**config.mk**
```make
export PLATFORM = sky130hd
export DESIGN_NAME = rx_signal_detect_peak_hold
export DESIGN_NICKNAME = d
export VERILOG_FILES = /design/src/rx_sigdet_pkg.sv /design/src/peak_hold_tracker.sv /design/src/rx_signal_detect_peak_hold.sv
export SDC_FILE = /design/constraint.sdc
export NUM_CORES = 1
export LEC_CHECK = 0
export ABC_AREA = 1
export ABC_CLOCK_PERIOD_IN_PS = 7000
export BUFFER_PORTS_ARGS = -buffer_cell sky130_fd_sc_hd__buf_4
export CAP_MARGIN = 40
export CELL_PAD_IN_SITES_DETAIL_PLACEMENT = 2
export CELL_PAD_IN_SITES_GLOBAL_PLACEMENT = 2
export CORE_AREA = 2 2 208 210
export DETAILED_ROUTE_END_ITERATION = 10
export DIE_AREA = 0 0 210 212
export PLACE_DENSITY = 0.81
export SLEW_MARGIN = 20
export SYNTH_ARGS = -nofsm -noshare
export SYNTH_HDL_FRONTEND = slang
export SYNTH_SLANG_ARGS = --single-unit
export TNS_END_PERCENT = 5
```
**constraint.sdc**
```tcl
create_clock -name i_clock -period 7 [get_ports i_clock]
set_input_delay 0.35 -clock i_clock [delete_from_list [all_inputs] [get_ports i_clock]]
set_output_delay 0.35 -clock i_clock [all_outputs]
set_load 0.02 [all_outputs]
```
**src/rx_sigdet_pkg.sv**
```systemverilog
package rx_sigdet_pkg;

  // ----------------------------------------------------------------------
  // Tick generator for the preamble counting clock.
  // ----------------------------------------------------------------------
  // Phase accumulator width and increments giving twice the filter clock
  // (758, 379, 189, 94.8, 47.4, 23.7 kHz) from the 25 MHz system clock.
  localparam int TICK_ACC_W = 24;
  localparam logic [23:0] TICK_INC_758K = 24'hf8622;
  localparam logic [23:0] TICK_INC_379K = 24'h7c311;
  localparam logic [23:0] TICK_INC_189K = 24'h3e189;
  localparam logic [23:0] TICK_INC_95K = 24'h1f0c4;
  localparam logic [23:0] TICK_INC_47K = 24'hf862;
  localparam logic [23:0] TICK_INC_24K = 24'h7c31;

  // ----------------------------------------------------------------------
  // Signal level and noise interval.
  // ----------------------------------------------------------------------
  // Samples per interval for interval code 0; each code step doubles it.
  localparam logic [7:0] NOISE_BASE_SAMPLES = 8'h10;
  // Noise added over a full interval of high-frequency input.
  localparam logic [7:0] HF_FULL_ADD = 8'h51;
  // Log2 of the base sample count.
  localparam logic [2:0] NOISE_BASE_LOG2 = 3'h4;

  // ----------------------------------------------------------------------
  // Preamble judgement.
  // ----------------------------------------------------------------------
  localparam logic [2:0] PRE_HIT_BASE = 3'h3;
  localparam logic [2:0] PRE_MISS_LIMIT = 3'h3;
  localparam int PRE_CNT_W = 10;

  // ----------------------------------------------------------------------
  // Peak hold shift bases, ASK low-pass shift and peak reset value.
  // ----------------------------------------------------------------------
  localparam logic [3:0] PEAK_CHARGE_SHIFT_BASE = 4'h1;
  localparam logic [3:0] PEAK_DISCH_SHIFT_BASE = 4'h4;
  localparam logic [2:0] LPF_SHIFT = 3'h2;
  localparam logic [15:0] PEAK_RESET = 16'h0000;

  // ----------------------------------------------------------------------
  // Configuration carriers.
  // ----------------------------------------------------------------------
  typedef struct packed {
    logic enable;
    logic [8:0] preamble_target_count;
    logic [6:0] preamble_tolerance;
    logic edge_mode;
    logic [1:0] hit_count_sel;
  } preamble_cfg_t;

  typedef struct packed {
    logic level_enable;
    logic [7:0] level_threshold;
    logic noise_enable;
    logic hf_add_enable;
    logic [5:0] noise_threshold;
    logic [1:0] level_noise_interval;
  } level_noise_cfg_t;

  typedef struct packed {
    logic ask_select;
    logic quick_charge_two;
    logic [1:0] peak_charge_coeff;
    logic [2:0] peak_discharge_coeff;
    logic [3:0] bitrate_filter_cutoff;
  } demod_cfg_t;

endpackage

```
**src/peak_hold_tracker.sv**
```systemverilog
`timescale 1ns/1ns
// Exponential peak follower: fast charge while the input is above the
// held level, slow discharge while below. Fraction bits keep small steps.
module peak_hold_tracker (
  // Clock and reset.
  input wire logic i_clock,
  input wire logic i_reset_n,
  // Filter clock tick and sample.
  input wire logic i_tick,
  input wire logic [7:0] i_sample,
  // Coefficients.
  input wire logic [1:0] i_charge_coeff,
  input wire logic [2:0] i_discharge_coeff,
  // Held peak, integer part.
  output logic [7:0] o_peak
);
  import rx_sigdet_pkg::*;

  logic [15:0] peak_ff; // Held level with eight fraction bits.
  logic [15:0] nxt_peak; // Next held level.
  wire [15:0] in_ext = {i_sample, 8'h00}; // Input in the same format.
  wire rising = in_ext >= peak_ff; // Charging when input is not below.
  wire [15:0] diff = rising ? (in_ext - peak_ff) : (peak_ff - in_ext);
  wire [3:0] sh_tp = PEAK_CHARGE_SHIFT_BASE + {2'h0, i_charge_coeff};
  wire [3:0] sh_tr = PEAK_DISCH_SHIFT_BASE + {1'h0, i_discharge_coeff};
  wire [16:0] step_charge = {1'b0, diff >> sh_tp} + {1'b0, diff >> sh_tr};
  wire [15:0] step_disch = diff >> sh_tr;

  // Charge rate is the sum of both rates, so the charge time constant is
  // the parallel combination of the two coefficients; never overshoots.
  always_comb begin
    nxt_peak = peak_ff;
    if (i_tick) begin
      if (rising) begin
        nxt_peak = peak_ff + step_charge[15:0];
      end else begin
        nxt_peak = peak_ff - step_disch;
      end
    end
  end

  // Held level register.
  always_ff @(posedge i_clock or negedge i_reset_n) begin
    if (!i_reset_n) begin
      peak_ff <= PEAK_RESET;
    end else begin
      peak_ff <= nxt_peak;
    end
  end

  assign o_peak = peak_ff[15:8];
endmodule

```
**src/rx_signal_detect_peak_hold.sv**
```systemverilog
`timescale 1ns/1ns
module rx_signal_detect_peak_hold (
  // Clock and reset.
  input wire logic i_clock,
  input wire logic i_reset_n,
  // Configuration.
  input wire rx_sigdet_pkg::preamble_cfg_t i_preamble_cfg,
  input wire rx_sigdet_pkg::level_noise_cfg_t i_level_noise_cfg,
  input wire rx_sigdet_pkg::demod_cfg_t i_demod_cfg,
  input wire logic i_test_mode,
  // Demodulator data path.
  input wire logic i_comparator_out,
  input wire logic i_sample_strobe,
  input wire logic [7:0] i_signal_level,
  input wire logic [7:0] i_noise_level,
  input wire logic i_high_freq,
  input wire logic [7:0] i_ask_adc_code,
  input wire logic [7:0] i_filter_out,
  // Judgement pins.
  output logic o_monitor_pin_one,
  output logic o_monitor_pin_two,
  // Test observation.
  output logic o_test_level_hit,
  output logic o_test_noise_hit,
  output logic o_test_preamble_hit,
  // Monitors and ASK level.
  output logic [7:0] o_noise_level_monitor,
  output logic [7:0] o_peak_level_monitor,
  output logic [7:0] o_ask_filtered_level
);
  import rx_sigdet_pkg::*;

  // ----------------------------------------------------------------------
  // Counting clock tick
  // ----------------------------------------------------------------------

  logic [TICK_ACC_W-1:0] tick_acc_ff; // Phase accumulator.
  logic tick_ff; // One cycle per count clock period.
  logic fbc_phase_ff; // Halves the count tick to the filter clock.
  logic [23:0] tick_inc; // Increment chosen by the cutoff code.
  wire [2:0] cut_idx = i_demod_cfg.bitrate_filter_cutoff[3:1];
  wire [TICK_ACC_W:0] tick_sum = {1'b0, tick_acc_ff} + {1'b0, tick_inc};
  wire fbc_tick = tick_ff & fbc_phase_ff; // Filter clock tick.

  // Filter clock steps by pairs of cutoff codes; the top codes fold back.
  always_comb begin
    unique case (cut_idx)
      3'h0: tick_inc = TICK_INC_758K;
      3'h1: tick_inc = TICK_INC_379K;
      3'h2: tick_inc = TICK_INC_189K;
      3'h3: tick_inc = TICK_INC_95K;
      3'h4: tick_inc = TICK_INC_47K;
      3'h5: tick_inc = TICK_INC_24K;
      default: tick_inc = TICK_INC_758K;
    endcase
  end

  // Carry out of the accumulator is the count tick at twice fbc.
  always_ff @(posedge i_clock or negedge i_reset_n) begin
    if (!i_reset_n) begin
      tick_acc_ff <= '0;
      tick_ff <= 1'b0;
      fbc_phase_ff <= 1'b0;
    end else begin
      tick_acc_ff <= tick_sum[TICK_ACC_W-1:0];
      tick_ff <= tick_sum[TICK_ACC_W];
      fbc_phase_ff <= fbc_phase_ff ^ tick_ff;
    end
  end

  // ----------------------------------------------------------------------
  // Comparator synchroniser and edges
  // ----------------------------------------------------------------------

  logic comp_meta_ff; // First stage, read only by the second.
  logic comp_sync_ff; // Second stage.
  logic comp_prev_ff; // Previous synchronised level.

  // Two stages, then one more for the edge detector.
  always_ff @(posedge i_clock or negedge i_reset_n) begin
    if (!i_reset_n) begin
      comp_meta_ff <= 1'b0;
      comp_sync_ff <= 1'b0;
      comp_prev_ff <= 1'b0;
    end else begin
      comp_meta_ff <= i_comparator_out;
      comp_sync_ff <= comp_meta_ff;
      comp_prev_ff <= comp_sync_ff;
    end
  end

  wire rise_edge = comp_sync_ff & ~comp_prev_ff;
  wire any_edge = comp_sync_ff ^ comp_prev_ff;
  // Edge mode 0 measures rising to rising, mode 1 between opposite edges.
  wire period_edge = i_preamble_cfg.edge_mode ? any_edge : rise_edge;

  // ----------------------------------------------------------------------
  // Preamble period classification
  // ----------------------------------------------------------------------

  logic [PRE_CNT_W-1:0] per_cnt_ff; // Ticks since the last qualifying edge.
  logic overrun_ff; // Current period already judged too long.
  logic [2:0] hit_run_ff; // Consecutive in-tolerance periods.
  logic [2:0] miss_run_ff; // Consecutive out-of-tolerance periods.
  logic pre_present_ff; // Preamble detector says present.
  logic pre_absent_ff; // Preamble detector says absent.

  // Half target in edge mode 1 drops the odd bit.
  wire [8:0] pre_target = i_preamble_cfg.edge_mode ?
    {1'b0, i_preamble_cfg.preamble_target_count[8:1]} :
    i_preamble_cfg.preamble_target_count;
  // The margin is never scaled with the target.
  wire [PRE_CNT_W-1:0] tol_ext = {3'h0, i_preamble_cfg.preamble_tolerance};
  wire [PRE_CNT_W-1:0] tgt_ext = {1'b0, pre_target};
  wire [PRE_CNT_W-1:0] win_hi = tgt_ext + tol_ext;
  wire [PRE_CNT_W-1:0] win_lo = (tgt_ext > tol_ext) ?
    (tgt_ext - tol_ext) : '0;
  wire in_window = (per_cnt_ff >= win_lo) && (per_cnt_ff <= win_hi);
  wire too_long = (per_cnt_ff > win_hi) && !overrun_ff;
  wire period_hit = period_edge && !overrun_ff && in_window;
  wire period_miss = (period_edge && !overrun_ff && !in_window) ||
    too_long;
  wire [2:0] hit_need = PRE_HIT_BASE + {1'b0, i_preamble_cfg.hit_count_sel};
  wire [2:0] hit_run_inc = (hit_run_ff == hit_need) ? hit_run_ff :
    hit_run_ff + 3'h1;
  wire [2:0] miss_run_inc = (miss_run_ff == PRE_MISS_LIMIT) ? miss_run_ff :
    miss_run_ff + 3'h1;
  wire [PRE_CNT_W-1:0] per_cnt_inc = (&per_cnt_ff) ? per_cnt_ff :
    per_cnt_ff + {{(PRE_CNT_W-1){1'b0}}, 1'b1};

  // Period counter: cleared on each qualifying edge, counts count ticks.
  always_ff @(posedge i_clock or negedge i_reset_n) begin
    if (!i_reset_n) begin
      per_cnt_ff <= '0;
      overrun_ff <= 1'b0;
    end else if (!i_preamble_cfg.enable || period_edge) begin
      per_cnt_ff <= '0;
      overrun_ff <= 1'b0;
    end else begin
      // A period too long is judged once, then waits for the next edge.
      if (too_long) begin
        overrun_ff <= 1'b1;
      end
      if (tick_ff) begin
        per_cnt_ff <= per_cnt_inc;
      end
    end
  end

  // Runs of hits and misses; a hit breaks a miss run and the reverse.
  always_ff @(posedge i_clock or negedge i_reset_n) begin
    if (!i_reset_n) begin
      hit_run_ff <= '0;
      miss_run_ff <= '0;
    end else if (!i_preamble_cfg.enable) begin
      hit_run_ff <= '0;
      miss_run_ff <= '0;
    end else if (period_hit) begin
      hit_run_ff <= hit_run_inc;
      miss_run_ff <= '0;
    end else if (period_miss) begin
      miss_run_ff <= miss_run_inc;
      hit_run_ff <= '0;
    end
  end

  // Preamble judgement flags; neither holds while the detector is off.
  always_ff @(posedge i_clock or negedge i_reset_n) begin
    if (!i_reset_n) begin
      pre_present_ff <= 1'b0;
      pre_absent_ff <= 1'b0;
    end else if (!i_preamble_cfg.enable) begin
      pre_present_ff <= 1'b0;
      pre_absent_ff <= 1'b0;
    end else if (period_hit && hit_run_inc == hit_need) begin
      pre_present_ff <= 1'b1;
      pre_absent_ff <= 1'b0;
    end else if (period_miss && miss_run_inc == PRE_MISS_LIMIT) begin
      pre_present_ff <= 1'b0;
      pre_absent_ff <= 1'b1;
    end
  end

  // ----------------------------------------------------------------------
  // Level and noise interval
  // ----------------------------------------------------------------------

  logic [7:0] samp_cnt_ff; // Samples taken in this interval.
  logic [7:0] hf_cnt_ff; // Samples with high-frequency input.
  logic lvl_present_ff; // Level detector says present.
  logic lvl_absent_ff; // Level detector says absent.
  logic noise_present_ff; // Noise detector says present.
  logic noise_absent_ff; // Noise detector says absent.
  logic [7:0] noise_mon_ff; // Noise level with correction.

  wire [1:0] nint = i_level_noise_cfg.level_noise_interval;
  wire [7:0] samp_last = (NOISE_BASE_SAMPLES << nint) - 8'h01;
  wire interval_end = i_sample_strobe && (samp_cnt_ff == samp_last);
  wire [7:0] hf_next = hf_cnt_ff + {7'h0, i_high_freq};
  // Share of the interval with high frequency, scaled to the full amount.
  // Depends on no IF detector or high-frequency detector setting.
  wire [15:0] hf_prod = {8'h00, hf_next} * {8'h00, HF_FULL_ADD};
  wire [2:0] hf_shift = NOISE_BASE_LOG2 + {1'b0, nint};
  wire [15:0] hf_scaled = hf_prod >> hf_shift;
  wire [7:0] hf_add = i_level_noise_cfg.hf_add_enable ?
    hf_scaled[7:0] : 8'h00;
  // Measured noise only counts while noise detection is on.
  wire [7:0] noise_meas = i_level_noise_cfg.noise_enable ?
    i_noise_level : 8'h00;
  wire [8:0] noise_sum = {1'b0, noise_meas} + {1'b0, hf_add};
  wire [7:0] noise_total = noise_sum[8] ? 8'hff : noise_sum[7:0];
  wire [7:0] noise_thr = {i_level_noise_cfg.noise_threshold, 2'b00};
  wire ask_mode = i_demod_cfg.ask_select;
  // Noise path can give absent with either function on, but present
  // only with noise detection itself on; it gives neither in ASK.
  wire noise_path_on = (i_level_noise_cfg.noise_enable ||
    i_level_noise_cfg.hf_add_enable) && !ask_mode;
  wire noise_can_hit = i_level_noise_cfg.noise_enable && !ask_mode;
  wire lvl_above = i_signal_level > i_level_noise_cfg.level_threshold;

  // Sample and high-frequency counters over one interval.
  always_ff @(posedge i_clock or negedge i_reset_n) begin
    if (!i_reset_n) begin
      samp_cnt_ff <= '0;
      hf_cnt_ff <= '0;
    end else if (interval_end) begin
      samp_cnt_ff <= '0;
      hf_cnt_ff <= '0;
    end else if (i_sample_strobe) begin
      samp_cnt_ff <= samp_cnt_ff + 8'h01;
      hf_cnt_ff <= hf_next;
    end
  end

  // Level judgement, one decision per interval; same in FSK and ASK.
  always_ff @(posedge i_clock or negedge i_reset_n) begin
    if (!i_reset_n) begin
      lvl_present_ff <= 1'b0;
      lvl_absent_ff <= 1'b0;
    end else if (!i_level_noise_cfg.level_enable) begin
      lvl_present_ff <= 1'b0;
      lvl_absent_ff <= 1'b0;
    end else if (interval_end) begin
      lvl_present_ff <= lvl_above;
      lvl_absent_ff <= !lvl_above;
    end
  end

  // Noise judgement: low noise means signal, high noise means none.
  always_ff @(posedge i_clock or negedge i_reset_n) begin
    if (!i_reset_n) begin
      noise_present_ff <= 1'b0;
      noise_absent_ff <= 1'b0;
      noise_mon_ff <= '0;
    end else if (!noise_path_on) begin
      noise_present_ff <= 1'b0;
      noise_absent_ff <= 1'b0;
    end else if (interval_end) begin
      noise_mon_ff <= noise_total;
      noise_present_ff <= noise_can_hit && (noise_total < noise_thr);
      noise_absent_ff <= noise_total >= noise_thr;
    end else if (!noise_can_hit) begin // Drop a stale present at once.
      noise_present_ff <= 1'b0;
    end
  end

  // ----------------------------------------------------------------------
  // ASK level path
  // ----------------------------------------------------------------------

  logic [7:0] adc_ff; // Digitised signal strength.
  logic [15:0] lpf_ff; // Low-pass state with eight fraction bits.
  logic [7:0] ask_out_ff; // Limited level toward the comparator.
  logic [7:0] peak_level; // Held peak from the tracker.
  wire [15:0] adc_ext = {adc_ff, 8'h00};
  wire [15:0] lpf_up = (adc_ext - lpf_ff) >> LPF_SHIFT;
  wire [15:0] lpf_dn = (lpf_ff - adc_ext) >> LPF_SHIFT;
  wire [7:0] lpf_level = lpf_ff[15:8];
  // Floor sits at half the held peak.
  wire [7:0] limit_floor = {1'b0, peak_level[7:1]};
  wire limiter_on = ask_mode && i_demod_cfg.quick_charge_two;
  wire [7:0] limited = (limiter_on && lpf_level < limit_floor) ?
    limit_floor : lpf_level;

  // The code is captured first, then filtered; idle outside ASK.
  always_ff @(posedge i_clock or negedge i_reset_n) begin
    if (!i_reset_n) begin
      adc_ff <= '0;
      lpf_ff <= '0;
      ask_out_ff <= '0;
    end else if (ask_mode) begin
      adc_ff <= i_ask_adc_code;
      lpf_ff <= (adc_ext >= lpf_ff) ? lpf_ff + lpf_up :
        lpf_ff - lpf_dn;
      ask_out_ff <= limited;
    end
  end

  // Peak follower on the bit-rate filter output at the filter clock.
  peak_hold_tracker u_peak (
    .i_clock(i_clock),
    .i_reset_n(i_reset_n),
    .i_tick(fbc_tick && ask_mode),
    .i_sample(i_filter_out),
    .i_charge_coeff(i_demod_cfg.peak_charge_coeff),
    .i_discharge_coeff(i_demod_cfg.peak_discharge_coeff),
    .o_peak(peak_level)
  );

  // ----------------------------------------------------------------------
  // Overall judgement and outputs
  // ----------------------------------------------------------------------

  wire any_present = lvl_present_ff | noise_present_ff | pre_present_ff;
  // Absent needs every active detector absent and at least one active.
  wire lvl_ok = !i_level_noise_cfg.level_enable || lvl_absent_ff;
  wire noise_ok = !noise_path_on || noise_absent_ff;
  wire pre_ok = !i_preamble_cfg.enable || pre_absent_ff;
  wire any_on = i_level_noise_cfg.level_enable || noise_path_on ||
    i_preamble_cfg.enable;
  wire all_absent = any_on && lvl_ok && noise_ok && pre_ok && !any_present;

  // Output registers.
  always_ff @(posedge i_clock or negedge i_reset_n) begin
    if (!i_reset_n) begin
      o_monitor_pin_one <= 1'b0;
      o_monitor_pin_two <= 1'b0;
      o_test_level_hit <= 1'b0;
      o_test_noise_hit <= 1'b0;
      o_test_preamble_hit <= 1'b0;
      o_noise_level_monitor <= '0;
      o_peak_level_monitor <= '0;
      o_ask_filtered_level <= '0;
    end else begin
      o_monitor_pin_one <= any_present;
      o_monitor_pin_two <= all_absent;
      o_test_level_hit <= i_test_mode & lvl_present_ff;
      o_test_noise_hit <= i_test_mode & noise_present_ff;
      o_test_preamble_hit <= i_test_mode & pre_present_ff;
      o_noise_level_monitor <= noise_mon_ff;
      o_peak_level_monitor <= peak_level;
      o_ask_filtered_level <= ask_out_ff;
    end
  end
endmodule

```
=== Yosys cells after proc, flatten, opt, wreduce, memory -nomap -nowiden ===
Cells that the tools add are included.
Widths: inputs -> output; s select.

* Flip-flop bits (word level): 153
* Bits in latches: 0
* Memory bits (writable): 0
* ROM bits: 0
* Input port bits: 88
* Word-level logic and storage cells: 178
* Memories: 0

* Add/subtract/negate cells: 23
* Multiply operators: 1
* Divide/modulo/power cells: 0
* $lt $le $gt $ge: 10
* Equality and inequality tests: 16
* Shift-type cells: 4
* Muxes and demuxes: 43
* Bitwise logic cells: 10
* Reduce and logical (&&, ||, !) cells: 40

{| class="wikitable"
|+ Operators by type and width
! cell !! number
|-
| $pmux 20 s5 || 1
|-
| $sub 16x16->16 || 5
|-
| $mux 8 || 8
|-
| $mux 16 || 3
|-
| $mux 10 || 4
|-
| $add 16x16->16 || 2
|-
| $ge 16x16->1 || 2
|-
| $shr 16x4->16 || 2
|-
| $add 24x24->25 || 1
|-
| $mux 3 || 8
|-
| $logic_and 1x1->1 || 18
|-
| $mux 1 || 18
|-
| $add 16x14->16 || 1
|-
| $sub 16x14->16 || 1
|-
| $mul 8x7->15 const B || 1
|-
| $shr 15x3->8 || 1
|-
| $eq 3x2->1 const B || 4
|-
| $add 10x1->10 const B || 1
|-
| $add 9x7->10 || 1
|-
| $ge 10x10->1 || 1
|-
| $gt 10x10->1 || 1
|-
| $le 10x10->1 || 1
|-
| $reduce_and 10->1 || 1
|-
| $sub 9x7->10 || 1
|-
| 32 further kinds || 60
|}

=== Longest topological paths before layout ===
* Word-level depth: 12
* Gate-level depth with buffers: 38

=== Modules after synthesis ===
Synthesis repeated with hierarchy kept, for this count alone.

* Cell total of the unflattened synthesis: 2,394
* Area, all modules: 16,313.1 um^2

{| class="wikitable"
|+ Modules (own cells, without submodules)
! module !! instances !! cells an instance !! area each (um^2)
|-
| rx_signal_detect_peak_hold || 1 || 1,562 || 11,369.7
|-
| peak_hold_tracker || 1 || 832 || 4,943.5
|}

=== Worst setup path before layout ===
OpenSTA, ideal clock, no wires.

* Kind: input -> register
* From: in i_high_freq
* To: reg noise_absent_ff
* Setup time: 0.120 ns
* Data arrival time: 5.494 ns
* Required time: 6.880 ns
* Path slack: 1.386 ns
* Cell stages on the path: 35
* Buffers on the path: 0
* Cells stage by stage: ha_1 > ha_1 > nand2_1 > nor2_1 > nand3_1 > xor2_1 > inv_1 > ha_1 > ha_1 > ha_1 > ha_1 > ha_1 > nand2_1 > inv_1 > a21boi_0 > nor2_1 > o21ai_0 > nand2_1 > nand2_1 > nand3_1 > a21oi_1 > ha_1 > nand2_1 > a21oi_1 > a211oi_1 > nand2_1 > a21oi_1 > o21ai_0 > ha_1 > a21oi_1 > o221ai_1 > a41oi_1 > nand2_1 > o211ai_1 > inv_1

* Cells in the longest elaborated chain, start to end: 9

{| class="wikitable"
|+ RTL lines
! item !! RTL line !! source
|-
| start, declared || rx_signal_detect_peak_hold.sv:16 || <nowiki>input wire logic i_high_freq,</nowiki>
|-
| $add 8x1->8 || rx_signal_detect_peak_hold.sv:199 || <nowiki>wire [7:0] hf_next = hf_cnt_ff + {7'h0, i_high_freq};</nowiki>
|-
| $mul 8x7->15 || rx_signal_detect_peak_hold.sv:202 || <nowiki>wire [15:0] hf_prod = {8'h00, hf_next} * {8'h00, HF_FULL_ADD};</nowiki>
|-
| $shr 15x3->8 || rx_signal_detect_peak_hold.sv:204 || <nowiki>wire [15:0] hf_scaled = hf_prod >> hf_shift;</nowiki>
|-
| $mux 8 || rx_signal_detect_peak_hold.sv:205 || <nowiki>wire [7:0] hf_add = i_level_noise_cfg.hf_add_enable ?</nowiki>
|-
| $add 8x8->9 || rx_signal_detect_peak_hold.sv:210 || <nowiki>wire [8:0] noise_sum = {1'b0, noise_meas} + {1'b0, hf_add};</nowiki>
|-
| $mux 8 || rx_signal_detect_peak_hold.sv:211 || <nowiki>wire [7:0] noise_total = noise_sum[8] ? 8'hff : noise_sum[7:0];</nowiki>
|-
| net noise_total[7] || rx_signal_detect_peak_hold.sv:211 ||
|-
| $ge 8x8->1 || rx_signal_detect_peak_hold.sv:261 || <nowiki>noise_absent_ff <= noise_total >= noise_thr;</nowiki>
|-
| $mux 1 || rx_signal_detect_peak_hold.sv:258 || <nowiki>end else if (interval_end) begin</nowiki>
|-
| $mux 1 || rx_signal_detect_peak_hold.sv:255 || <nowiki>end else if (!noise_path_on) begin</nowiki>
|-
| end signal, assigned || rx_signal_detect_peak_hold.sv:261 ||
|-
| end, declared || rx_signal_detect_peak_hold.sv:193 || <nowiki>logic noise_absent_ff;</nowiki>
|}

The timed path passes the listed nets, and every way through them passes these cells. The select of a mux whose other input is x is not followed.
A chain may end at the register's enable or synchronous reset.

=== Worst setup path after layout ===
* From: reg hf_cnt_ff[0]
* To: reg noise_absent_ff

* Cells in the longest elaborated chain, start to end: 9

{| class="wikitable"
|+ RTL lines
! item !! RTL line !! source
|-
| start, declared || rx_signal_detect_peak_hold.sv:189 || <nowiki>logic [7:0] hf_cnt_ff;</nowiki>
|-
| start signal, assigned || rx_signal_detect_peak_hold.sv:231 || <nowiki>hf_cnt_ff <= hf_next;</nowiki>
|-
| $add 8x1->8 || rx_signal_detect_peak_hold.sv:199 ||
|-
| $mul 8x7->15 || rx_signal_detect_peak_hold.sv:202 ||
|-
| $shr 15x3->8 || rx_signal_detect_peak_hold.sv:204 ||
|-
| $mux 8 || rx_signal_detect_peak_hold.sv:205 ||
|-
| $add 8x8->9 || rx_signal_detect_peak_hold.sv:210 ||
|-
| $mux 8 || rx_signal_detect_peak_hold.sv:211 ||
|-
| net noise_total[7] || rx_signal_detect_peak_hold.sv:211 ||
|-
| $ge 8x8->1 || rx_signal_detect_peak_hold.sv:261 ||
|-
| $mux 1 || rx_signal_detect_peak_hold.sv:258 ||
|-
| $mux 1 || rx_signal_detect_peak_hold.sv:255 ||
|}

The timed path passes the listed nets, and every way through them passes these cells. The select of a mux whose other input is x is not followed.

==> out/results.tsv <==
stage	metric	value	unit
place	dpl cell area	16550	µm²
clock_network	clock buffer depth	2	
floorplan	die area	44520	µm²
floorplan	I/O Pins	117	
global_routing	global-route wire length before repair	86910	µm
clock_network	TritonCTS Buffers	17	
floorplan	Initial Utilization	35.55	%
floorplan	Chip Height	212	µm
power	worst vdd ir	0.1807	mV
timing	maximum clock frequency	155.5	MHz
synth	top_reg_cell synth	dfrtp_1	
synth	Avg Inst Size Synth	7.145	µm²
place	global placement routability congestion	0.8378	
worst_hold_path	min-delay worst type	in -> reg	
synth	Yosys top cell area share	25.34	%
power	P_leak	9.068	nW
setup_path	crit path kind	reg -> reg	
final_layout	FILL cells	5107	
floorplan	Rows	76	
setup_path	slowest CP cell	dfrtp_1	
final_layout	Final #Nets	2525	
final_layout	register area	3829	µm²
setup_path	CP endpoint kind	flop	
place	Port-buffer cells	115	
outcome	outcome	complete, no violations	
synth	Post-synth EDFFs	0	
timing	Tmin final	6.430	ns
routing	via/cell ratio	5.325	
clock_network	htree depth	4	
synth	post-synth top area cell	dfrtp_1	
final_layout	share of cells above drive strength 1	9.579	%
clock_network	CTS sink cnt	153	
power	PwrDens	432.9	nW/µm²
synth	synthesized flop and latch total	153	
routing	Starting DRT DRC Count	617	
routing	drt pass-1 iters	4	
timing	Final Hold Fails	0	
global_routing	vias in the first global route	16720	
final_layout	Area growth syn-to-layout	13.99	%
final_layout	final design utilization	40.52	%
setup_path	Data required, critical path	7.36	ns
final_layout	multi-input logic area	9931	µm²
timing	setup violators final	0	
synth	most common cell in the netlist	nand2_1	
timing	Final Max Tran Viols	0	
run	maxcap violations	0	
global_routing	antenna violations before repair	0	
clock_network	Worst-Skew Late Latency	0.48	ns
synth	synth cell count leaders	nand2_1 (501), inv_1 (293), ha_1 (193), a21oi_1 (163), dfrtp_1 (153)	
setup_path	Critical Path Fanout Max	6	
synth	Seq/Total Area, Yosys	25.34	%
synth	synthesized cell area	15110	µm²
synth	Synth Instances	2115	
floorplan	die width	210	µm
timing	setup TNS	0	ns
final_layout	Final Instance Area	17230	µm²
synth	synth top area cells	dfrtp_1 (25%), ha_1 (16%), nand2_1 (12%)	
routing	Post-Route WL	52200	µm
power	total power	7.458	mW
global_routing	total track usage	24.39	%
synth	Yosys warning total	0	
global_routing	largest net degree at the start of global routing	69	
routing	vias after detailed routing	14800	
clock_network	clock root buffer	clkbuf_16	
global_routing	global route total overflow	0	
routing	Routed wire per std cell	18.78	µm
setup_path	Worst path most repeated cell	ha_1	
synth	post-synth net total	2419	
synth	Distinct cells, synth	61	
final_layout	n_diodes	0	
timing	post-route clock period utilization	91.86	%
synth	post-synthesis async set-or-reset flop share	100.0	%
timing	slew at the pin with the worst max-slew slack	0.8204	ns
setup_path	Worst path max stage delay	0.35	ns
routing	antenna-violating nets left	0	
timing	Slew HR	44.73	%
routing	drt drc	0	
floorplan	CORE AREA	42510	µm²
timing	Min Hold Slack	0.06210	ns
timing	skew final	0.01036	ns
clock_network	CTS tree	done	
clock_network	Clk pin slew, worst setup/hold paths	0.08	ns
place	Detail Placement HPWL	41990	µm
setup_path	crit path DAT	6.79	ns
setup_path	type of origin of the critical path	flop	
[sequential cells by signal, summed over array words and instances (netlist names), 3 cells and up]
signal	flops
hit_run_ff	3
hf_cnt_ff	8
u_peak.peak_ff	16
noise_mon_ff	8
o_ask_filtered_level	8
lpf_ff	16
per_cnt_ff	10
miss_run_ff	3
ask_out_ff	8
adc_ff	8
o_peak_level_monitor	8
o_noise_level_monitor	8
tick_acc_ff	24
samp_cnt_ff	8
[report_power, final]
part | switching (mW) | total, mW | leakage, nW | internal, mW
Clock | 0.501 | 0.988 | 0.301 | 0.488
Combinational | 3.26 | 5.08 | 6.86 | 1.82
Sequential | 0.250 | 1.39 | 1.90 | 1.14
[kinds of logic after synthesis]
| logic type | Yosys count | share of synthesized area, % |
|---|---|---|
| fa+ha+maj | 216 | 19.03 |
| mux | 3 | 0.2070 |
| compound gates | 440 | 16.39 |
| xor+xnor | 101 | 5.854 |
| simple gates | 853 | 24.14 |
| buf+inv | 349 | 9.050 |
| flops | 153 | 25.34 |
[through the flow]
stage	setup slack, ns	cells
floorplan	1.386	2115
global placement	0.6289	2741
detailed placement	0.4129	2744
CTS	0.3322	2778
global route	-0.03654	2780
finish	0.5695	2780
[final cells by class]
| class | count | area share [%] |
|---|---|---|
| inverter | 309 | 6.741 |
| sequential | 153 | 22.23 |
| clock buffer | 17 | 2.470 |
| timing repair buffer | 127 | 5.804 |
| clock inverter | 15 | 1.140 |
| multi-input combinational | 1613 | 57.65 |
| tap | 546 | 3.966 |
[path summary, 6_finish.rpt]
path	slack [ns]	cells after the start	from	endpoint
max in group asynchronous	5.28	5	i_reset_n	samp_cnt_ff[1]
setup reg to reg	0.57	35	hf_cnt_ff[0]	noise_absent_ff
hold reg to reg	0.37	0	comp_meta_ff	comp_sync_ff
setup / recovery	0.57	35	hf_cnt_ff[0]	noise_absent_ff
hold / removal	0.06	3	i_ask_adc_code[0]	adc_ff[0]
min in group asynchronous	0.26	2	i_reset_n	comp_meta_ff
[what timing repair did]
| action | in CTS | in global routing |
|---|---|---|
| hold buffers | 2 | 0 |
| endpoints found under the setup margin | 0 | 1 |
| resized for setup | 0 | 5 |
| setup buffers | 0 | 2 |
| hold endpoints to repair | 19 | 0 |
[worst max-delay path: cells and delay by family, from the launching register on]
kind	cells	cell delay, ns
fa+ha+maj	9	2.59
compound gates	10	1.68
simple gates	12	1.22
flops	1	0.35
xor+xnor	1	0.26
buf+inv	3	0.21
[routing by layer]
layer,wire [µm],global-route usage [%]
met3,1048,3.250
met1,22550,28.93
met5,0,0
met2,27650,46.18
met4,952,6.212
[placed cells by master, fill, tap and decap left out, drive strengths merged, types with 2 or more instances in the layout]
| cell type | n |
|---|---|
| nand2 | 508 |
| inv | 312 |
| ha | 193 |
| o21ai | 169 |
| a21oi | 165 |
| dfrtp | 153 |
| nor2 | 134 |
| nand3 | 129 |
| buf | 125 |
| xor2 | 73 |
| xnor2 | 28 |
| nand4 | 25 |
| fa | 23 |
| nor3 | 23 |
| o211ai | 19 |
| clkbuf | 17 |
| a31oi | 16 |
| or2 | 15 |
| o22ai | 14 |
| clkinv | 12 |
| o21bai | 9 |
| nor4 | 9 |
| a21o | 8 |
| o31ai | 7 |
| a211oi | 7 |
| o21a | 5 |
| a21boi | 5 |
| nand3b | 4 |
| a22oi | 4 |
| o2111ai | 3 |
| and2 | 2 |
| nor3b | 2 |
| mux2i | 2 |
| o221ai | 2 |
| o32ai | 2 |
| dlygate4sd3 | 2 |
Power figures use the tool's default switching activity.
